==> config.mk <==
export PLATFORM = sky130hd
export DESIGN_NAME = saux_fsm
export DESIGN_NICKNAME = d
export VERILOG_FILES = /design/src/hdl/saux_fsm.v
export VERILOG_INCLUDE_DIRS = /design/src /design/src/hdl
export SDC_FILE = /design/constraint.sdc
export NUM_CORES = 1
export LEC_CHECK = 0
export BUFFER_PORTS_ARGS = -buffer_cell sky130_fd_sc_hd__buf_2
export CORE_AREA = 2 2 53 55
export CTS_BUF_LIST = sky130_fd_sc_hd__clkbuf_4 sky130_fd_sc_hd__clkbuf_8 sky130_fd_sc_hd__clkbuf_16
export DETAILED_ROUTE_END_ITERATION = 10
export DIE_AREA = 0 0 55 57
export GPL_TIMING_DRIVEN = 0
export PLACE_DENSITY = 0.83
export SETUP_SLACK_MARGIN = 0.3
export SKIP_CTS_REPAIR_TIMING = 1
export SLEW_MARGIN = 20
export SYNTH_ARGS = -nofsm -noshare
export SYNTH_HDL_FRONTEND = slang
export SYNTH_SLANG_ARGS = --single-unit
export TNS_END_PERCENT = 100
==> constraint.sdc <==
create_clock -name mclk_in -period 2.82 [get_ports mclk_in]
set_input_delay 0.423 -clock mclk_in [delete_from_list [all_inputs] [get_ports mclk_in]]
set_output_delay 0.423 -clock mclk_in [all_outputs]
set_load 0.02 [all_outputs]
==> src/hdl/saux_regs.vh <==
// Constants for the sink auxiliary channel state machine
`ifndef SAUX_REGS_VH
`define SAUX_REGS_VH

// State codes
`define SAUX_ST_W              2
`define SAUX_ST_NOT_READY      2'h0
`define SAUX_ST_SRC_ABSENT     2'h1
`define SAUX_ST_IDLE_LISTEN    2'h2
`define SAUX_ST_REPLY_PEND     2'h3

// Core clock rate and response timeout
`define SAUX_CLK_MHZ           16'd100
`define SAUX_RESP_TIME_US      16'd300
`define SAUX_RESP_CYC          (`SAUX_RESP_TIME_US * `SAUX_CLK_MHZ)
`define SAUX_TMR_W             16

// Reset values
`define SAUX_SYNC_RST          3'h0

`endif

==> src/hdl/saux_fsm.v <==
// Sink auxiliary channel state machine with response timer
`default_nettype none
`include "saux_regs.vh"

// Notes on behaviour
// [RULE1] Reset forces not-ready state from anywhere
// [RULE2] Not-ready keeps hot-plug low, receiver off
// [RULE3] Without source detect, not-ready goes idle
// [RULE4] Leave not-ready only when ready, hot-plug raised
// [RULE5] With detect, no source gives source-absent state
// [RULE6] Source-absent goes idle once source detected
// [RULE7] Idle listens only, never drives the channel
// [RULE8] Invalid signal in idle keeps idle
// [RULE9] Request moves to reply-pending, restarts timer
// [RULE10] Listening always keeps activity detection alive
// [RULE11] Power saving ends promptly on input activity
// [RULE12] Always reply unless waking from power saving
// [RULE13] Reply-pending selects talk mode, prepares reply
// [RULE14] Reply finished returns to idle
// [RULE15] Timer expiry returns idle, no reply started
// [RULE16] Source retries unanswered requests three times
// [RULE17] Source waits up to 400 us for reply
// [RULE18] Transactions start with sync, end with stop
// [RULE19] Timer counts core cycles up to timeout
// [RULE20] Request counts only at valid well-formed stop
module saux_fsm #(
  parameter                  SRC_DETECT_EN = 0,
  parameter                  TMR_W         = `SAUX_TMR_W,
  parameter [TMR_W-1:0]      RESP_CYCLES   = `SAUX_RESP_CYC
) (
  input  wire                mclk_in,
  input  wire                rst_in,
  input  wire                sink_ready_in,
  input  wire                source_present_in,
  input  wire                sig_detect_in,
  input  wire                req_valid_in,
  input  wire                rx_error_in,
  input  wire                reply_done_in,
  input  wire                sleep_req_in,
  output reg  [`SAUX_ST_W-1:0] state_out,
  output reg                 hot_plug_signal_out,
  output reg                 rx_en_out,
  output reg                 tx_en_out,
  output reg                 reply_go_out,
  output reg                 timeout_out,
  output reg                 low_power_out,
  output reg                 wake_out
);

  localparam [`SAUX_ST_W-1:0] SINK_NOT_READY_STATE  = `SAUX_ST_NOT_READY;
  localparam [`SAUX_ST_W-1:0] SOURCE_ABSENT_STATE   = `SAUX_ST_SRC_ABSENT;
  localparam [`SAUX_ST_W-1:0] IDLE_LISTEN_STATE     = `SAUX_ST_IDLE_LISTEN;
  localparam [`SAUX_ST_W-1:0] REPLY_PENDING_STATE   = `SAUX_ST_REPLY_PEND;
  localparam [TMR_W-1:0]      TMR_LAST              = RESP_CYCLES - {{(TMR_W-1){1'b0}}, 1'b1};
  localparam [TMR_W-1:0]      TMR_ZERO              = {TMR_W{1'b0}};

  // Filtered level: follow only when the last two sync stages agree
  function filt;
    input [2:0] sync;
    input       prev;
    begin
      if (sync[1] == sync[2])
        filt = sync[2];
      else
        filt = prev;
    end
  endfunction

  reg  [`SAUX_ST_W-1:0] state_reg;
  reg  [`SAUX_ST_W-1:0] state_next;
  reg  [TMR_W-1:0]      tmr_reg;
  reg  [TMR_W-1:0]      tmr_next;
  reg  [2:0]            src_sync_reg;
  reg  [2:0]            sig_sync_reg;
  reg                   src_lvl_reg;
  reg                   sig_lvl_reg;
  reg                   sig_lvl_d_reg;
  reg                   hpd_next;
  reg                   rx_en_next;
  reg                   tx_en_next;
  reg                   reply_go_next;
  reg                   timeout_next;
  reg                   low_power_next;
  reg                   wake_next;
  wire                  sig_rise;
  wire                  tmr_done;

  assign sig_rise = sig_lvl_reg & ~sig_lvl_d_reg;
  assign tmr_done = (tmr_reg == TMR_LAST);

  // Source-detect pin: three stages, then the agree filter
  always @(posedge mclk_in)
  begin
    if (rst_in)
    begin
      src_sync_reg <= `SAUX_SYNC_RST;
      src_lvl_reg  <= 1'b0;
    end
    else
    begin
      src_sync_reg <= {src_sync_reg[1:0], source_present_in};
      src_lvl_reg  <= filt(src_sync_reg, src_lvl_reg);
    end
  end

  // Activity pin: same filter, plus a delayed copy for edge finding
  // The delayed copy resets to the idle pin level, so no false edge
  always @(posedge mclk_in)
  begin
    if (rst_in)
    begin
      sig_sync_reg  <= `SAUX_SYNC_RST;
      sig_lvl_reg   <= 1'b0;
      sig_lvl_d_reg <= 1'b0;
    end
    else
    begin
      sig_sync_reg  <= {sig_sync_reg[1:0], sig_detect_in};
      sig_lvl_reg   <= filt(sig_sync_reg, sig_lvl_reg); // [RULE10]
      sig_lvl_d_reg <= sig_lvl_reg;
    end
  end

  // Next state and output decode
  always @*
  begin
    state_next     = state_reg;
    tmr_next       = tmr_reg;
    hpd_next       = hot_plug_signal_out;
    rx_en_next     = 1'b1;
    tx_en_next     = 1'b0;
    reply_go_next  = 1'b0;
    timeout_next   = 1'b0;
    low_power_next = low_power_out;
    wake_next      = 1'b0;
    case (state_reg)
      SINK_NOT_READY_STATE:
      begin
        hpd_next       = 1'b0; // [RULE2]
        rx_en_next     = 1'b0; // [RULE2]
        low_power_next = 1'b0;
        if (sink_ready_in)
        begin
          // Hot-plug rises on the same edge that leaves not-ready
          hpd_next   = 1'b1; // [RULE4]
          rx_en_next = 1'b1;
          if ((SRC_DETECT_EN != 0) && !src_lvl_reg)
            state_next = SOURCE_ABSENT_STATE; // [RULE5]
          else
            state_next = IDLE_LISTEN_STATE; // [RULE3] [RULE4]
        end
      end
      SOURCE_ABSENT_STATE:
      begin
        if (src_lvl_reg)
          state_next = IDLE_LISTEN_STATE; // [RULE6]
      end
      IDLE_LISTEN_STATE:
      begin
        // Receive only; decode errors leave the state alone
        tx_en_next = 1'b0; // [RULE7] [RULE8]
        if (low_power_out)
        begin
          if (sig_lvl_reg)
          begin
            low_power_next = 1'b0; // [RULE11]
            wake_next      = 1'b1; // [RULE11]
          end
        end
        else if (req_valid_in)
        begin
          state_next    = REPLY_PENDING_STATE; // [RULE9] [RULE18] [RULE20]
          tmr_next      = TMR_ZERO; // [RULE9]
          tx_en_next    = 1'b1; // [RULE13]
          rx_en_next    = 1'b0;
          reply_go_next = 1'b1; // [RULE13] [RULE12]
        end
        else if (sleep_req_in && !sig_lvl_reg && !sig_rise && !rx_error_in)
          low_power_next = 1'b1;
      end
      REPLY_PENDING_STATE:
      begin
        tx_en_next = 1'b1; // [RULE13]
        rx_en_next = 1'b0;
        tmr_next   = tmr_reg + {{(TMR_W-1){1'b0}}, 1'b1}; // [RULE19]
        if (reply_done_in)
        begin
          state_next = IDLE_LISTEN_STATE; // [RULE14]
          tx_en_next = 1'b0;
          rx_en_next = 1'b1;
        end
        else if (tmr_done)
        begin
          state_next   = IDLE_LISTEN_STATE; // [RULE15]
          timeout_next = 1'b1; // [RULE15]
          tx_en_next   = 1'b0;
          rx_en_next   = 1'b1;
        end
      end
      default:
      begin
        state_next = SINK_NOT_READY_STATE;
        hpd_next   = 1'b0;
        rx_en_next = 1'b0;
      end
    endcase
  end

  // State and response timer
  always @(posedge mclk_in)
  begin
    if (rst_in)
    begin
      state_reg <= SINK_NOT_READY_STATE; // [RULE1]
      tmr_reg   <= TMR_ZERO;
    end
    else
    begin
      state_reg <= state_next;
      tmr_reg   <= tmr_next;
    end
  end

  // Every output is a flop loaded from its next value
  always @(posedge mclk_in)
  begin
    if (rst_in)
      state_out <= SINK_NOT_READY_STATE;
    else
      state_out <= state_next;
  end

  // Hot-plug stays low through reset and not-ready
  always @(posedge mclk_in)
  begin
    if (rst_in)
      hot_plug_signal_out <= 1'b0; // [RULE2]
    else
      hot_plug_signal_out <= hpd_next;
  end

  always @(posedge mclk_in)
  begin
    if (rst_in)
      rx_en_out <= 1'b0;
    else
      rx_en_out <= rx_en_next;
  end

  always @(posedge mclk_in)
  begin
    if (rst_in)
      tx_en_out <= 1'b0;
    else
      tx_en_out <= tx_en_next;
  end

  // One-cycle pulses: reply start, timeout, wake
  always @(posedge mclk_in)
  begin
    if (rst_in)
      reply_go_out <= 1'b0;
    else
      reply_go_out <= reply_go_next;
  end

  always @(posedge mclk_in)
  begin
    if (rst_in)
      timeout_out <= 1'b0;
    else
      timeout_out <= timeout_next;
  end

  always @(posedge mclk_in)
  begin
    if (rst_in)
      low_power_out <= 1'b0;
    else
      low_power_out <= low_power_next;
  end

  always @(posedge mclk_in)
  begin
    if (rst_in)
      wake_out <= 1'b0;
    else
      wake_out <= wake_next;
  end

endmodule // saux_fsm

`default_nettype wire

==> summary.txt <==
Pwr
  – Total power density per cell area: 497 mW/mm^2
  – Leakage power total: 0.619 nW
  – Peak supply drop: 0.351 mV

Setup path
  – Critical path's slowest cell: dfxtp_1
  – Maximum fanout count along the critical path: 10
  – Startpoint kind of the worst setup timing path: flop
  – Worst path required time: 3.03 ns
  – Endpoint type of the worst setup path: flop
  – Delay contributed by the slowest stage of the critical path: 0.48 ns
  – Crit path DAT: 1.93 ns
  – Worst R2R Setup Slack: 1.10 ns
  – Critical path start-end classification: reg -> reg
  – Cell Chain, Critical Path: clkbuf_1 -> o21ai_1 -> o21ai_0 -> a21oi_1
  – Worst R2R Start: state_out[1]$_SDFFE_PP0P_
  – Reg-to-reg critical path endpoint: tmr_reg[4]$_SDFFE_PP0P_
  – Worst reg-to-reg path cell count: 4
  – Critical path launch point: state_out[1]$_SDFFE_PP0P_
  – CP Capture Point: tmr_reg[4]$_SDFFE_PP0P_

Finish
  – Antenna diode count: 0
  – Area growth syn-to-layout: 12.2%
  – Layout Nets: 207
  – Flip-flop count of the largest register after layout: 16
  – Proportion of layout cells with a drive suffix above 1: 16.2%

Timing
  – PnR worst setup slack: 1.10 ns
  – RSZ-0062 raised after global routing: no
  – Final period util: 61.0%
  – Achievable frequency: 0.581 GHz
  – Final Hold Fails: 0
  – Worst-Margin Slew: 0.694 ns
  – Final setup viols: 0
  – Relative slew slack: 53.4%
  – Post-route setup TNS: 0 ns
  – Total count of max-transition violations in the final report: 0
  – Clock tree skew after final layout: 0.00461 ns
  – Fin crit period: 1.72 ns

Detailed routing
  – Number of design-rule violations left by the first detailed-router iteration: 56
  – Detailed-route vias per instance: 6.18
  – Number of remaining DRC errors: 0
  – Routed WL: 3.45 mm
  – Number of nets with antenna violations after detailed routing: 0
  – Length of the first detailed-routing pass in iterations: 4
  – Overall via count from detail_route: 1416
  – Routed wirelength normalized by instance count: 15.1 um

Clocking
  – Register clock-pin slew on the reported worst setup and hold paths: 0.11 ns
  – Clock insertion delay at the later pin of the skew report: 0.34 ns
  – Sink count of the clock tree: 33
  – CTS Buffer Depth: 2
  – H-tree depth reported by CTS: 2
  – Root buffer selected by CTS: clkbuf_4
  – TritonCTS clock tree: yes
  – Num CTS Buffers: 5

Placement
  – Half-perimeter wire length after placement: 2.48 mm
  – Setup slack after placement: 1.13 ns
  – Final Wtd Congestion: 0.859
  – Port Buffer Count: 17

Yosys
  – Synth Flop Type: dfxtp_1
  – Net Count, Synth: 183
  – Async SR Flop Fraction: 0%
  – Number of distinct library cells after synthesis: 41
  – Number of standard cells after synthesis: 173
  – Synth Cell Area: 0.00147 mm^2
  – EDFF count, synth: 0
  – Sequential-to-total area share from yosys stat: 45.1%
  – Synth Warn #: 0
  – Post-Syn Area per Cell: 8.47 um^2
  – Synthesis-stage register bit count: 33

GRT
  – Final global-route overflow total: 0
  – Number of antenna violations at the first check in global routing: 0
  – Pin count of the biggest net entering global routing: 12
  – Via count of the first global-routing pass: 1292
  – Overall global routing resource usage: 24.1%
  – Global-route wire length before repair: 5.44 mm

Floorplanning
  – Total core area: 0.00262 mm^2
  – Top-level port count: 18
  – Total Die Area: 0.00314 mm^2
  – Effective utilization at floorplan: 56.0%
  – Cell row count: 19
  – Die Y-Extent: 57 um
  – Die X: 55 um

Flow run
  – Max capacitance violation total: 0

Worst hold path
  – Hold WC Path Type: in -> reg

Status
  – Outcome: finished, final reports clean
[critical path, delay by kind of cell (launching register included)]
family	cells	cell delay [ns]
flip-flops	1	0.48
AO/OA/AOI/OAI	3	0.73
buffers and inverters	1	0.38
[per-stage QoR]
stage / hold WS [ns] / instances / cell area (um^2) / utilization [%] / power, W
final: 0.257 / 229 / 1640 / 62.9 / 0.000818
after global routing: 0.250 / 229 / 1640 / 62.9 / 0.000845
after CTS: 0.249 / 229 / 1640 / 62.9 / 0.000818
after detailed placement: 0.429 / 221 / 1590 / 60.8 / 0.000566
after global placement: 0.415 / 221 / 1590 / 60.8 / 0.000563
after floorplan: 0.414 / 173 / 1470 / - / 0.000541
[power by group]
| group | leakage, nW | total, W | internal, W | switching (W) |
|---|---|---|---|---|
| combinational | 0.320 | 0.0000746 | 0.0000265 | 0.0000481 |
| sequential | 0.268 | 0.000482 | 0.000476 | 0.00000612 |
| clock | 0.0310 | 0.000261 | 0.0000939 | 0.000167 |
[layout make-up]
| cell class | count | area (um^2) |
|---|---|---|
| Multi-Input combinational cell | 125 | 744 |
| Clock inverter | 3 | 17.5 |
| Clock buffer | 5 | 37.5 |
| Sequential cell | 33 | 661 |
| Fill cell | 216 | 971 |
| Timing Repair Buffer | 17 | 85.1 |
| Buffer | 9 | 37.5 |
| Inverter | 6 | 22.5 |
| Tap cell | 31 | 38.8 |
[cell usage in the layout (no fill, tap or decap), types with 2 or more instances in the layout]
cell type | synthesis | routed
a211oi_1 | 2 | 2
a21oi_1 | 12 | 12
a22o_1 | 3 | 3
a22oi_1 | 2 | 2
a31oi_1 | 4 | 4
and4_1 | 2 | 2
buf_2 | 3 | 20
clkbuf_1 | 5 | 5
clkbuf_4 | 0 | 5
clkinv_2 | 0 | 2
dfxtp_1 | 33 | 33
inv_1 | 6 | 6
nand2_1 | 10 | 10
nand3_1 | 8 | 8
nand3b_1 | 3 | 3
nand4_1 | 5 | 5
nor2_1 | 18 | 18
nor2b_1 | 8 | 8
nor3_1 | 4 | 4
nor3b_1 | 2 | 2
nor4_1 | 6 | 6
o211a_1 | 2 | 2
o21a_1 | 2 | 2
o21ai_0 | 9 | 9
o22ai_1 | 4 | 4
or2_2 | 2 | 2
or3_1 | 2 | 2
[synthesized netlist by cell type, types with 2 or more instances]
cell | instances | share of area [%]
dfxtp_1 | 33 | 45
nor2_1 | 18 | 4.6
a21oi_1 | 12 | 4.1
nand2_1 | 10 | 2.6
o21ai_0 | 9 | 3.1
nand3_1 | 8 | 2.7
nor2b_1 | 8 | 3.4
inv_1 | 6 | 1.5
nor4_1 | 6 | 2.6
clkbuf_1 | 5 | 1.3
nand4_1 | 5 | 2.1
a31oi_1 | 4 | 1.7
nor3_1 | 4 | 1.4
o22ai_1 | 4 | 1.7
a22o_1 | 3 | 1.8
buf_2 | 3 | 1.0
nand3b_1 | 3 | 1.5
a211oi_1 | 2 | 1.0
a22oi_1 | 2 | 1.0
and4_1 | 2 | 1.2
nor3b_1 | 2 | 1.0
o211a_1 | 2 | 1.4
o21a_1 | 2 | 1.0
or2_2 | 2 | 0.85
or3_1 | 2 | 0.85
[cell families (layout without fill, tap and decap cells)]
group / after synthesis / count (layout) / synth area share, %
fa+ha+maj: 1 / 1 / 0.854
buf+inv: 15 / 40 / 4.10
simple gates: 79 / 79 / 30.5
flops: 33 / 33 / 45.1
mux: 1 / 1 / 0.683
compound gates: 44 / 44 / 18.8
[worst min path at each step]
| stage | startpoint | to | slack, ns | depth (start not counted) |
|---|---|---|---|---|
| CTS | reply_done_in | timeout_out$_SDFF_PP0_ | 0.25 | 2 |
| detailed placement | sig_sync_reg[0]$_SDFF_PP0_ | sig_sync_reg[1]$_SDFF_PP0_ | 0.43 | 1 |
| global route | reply_done_in | timeout_out$_SDFF_PP0_ | 0.25 | 2 |
| finish | reply_done_in | timeout_out$_SDFF_PP0_ | 0.26 | 2 |
| global placement | src_sync_reg[0]$_SDFF_PP0_ | src_sync_reg[1]$_SDFF_PP0_ | 0.41 | 1 |
| floorplan | sig_sync_reg[0]$_SDFF_PP0_ | sig_sync_reg[1]$_SDFF_PP0_ | 0.41 | 1 |
[metal layers]
metal	vias to the layer above	GRT usage, %	wire, um
met2	51	41.2	1710
met4	0	9.76	51
met5	-	0	0
li1	682	-	-
met3	5	6.54	204
met1	678	27.7	1480
(Power assumes the default switching activity.)
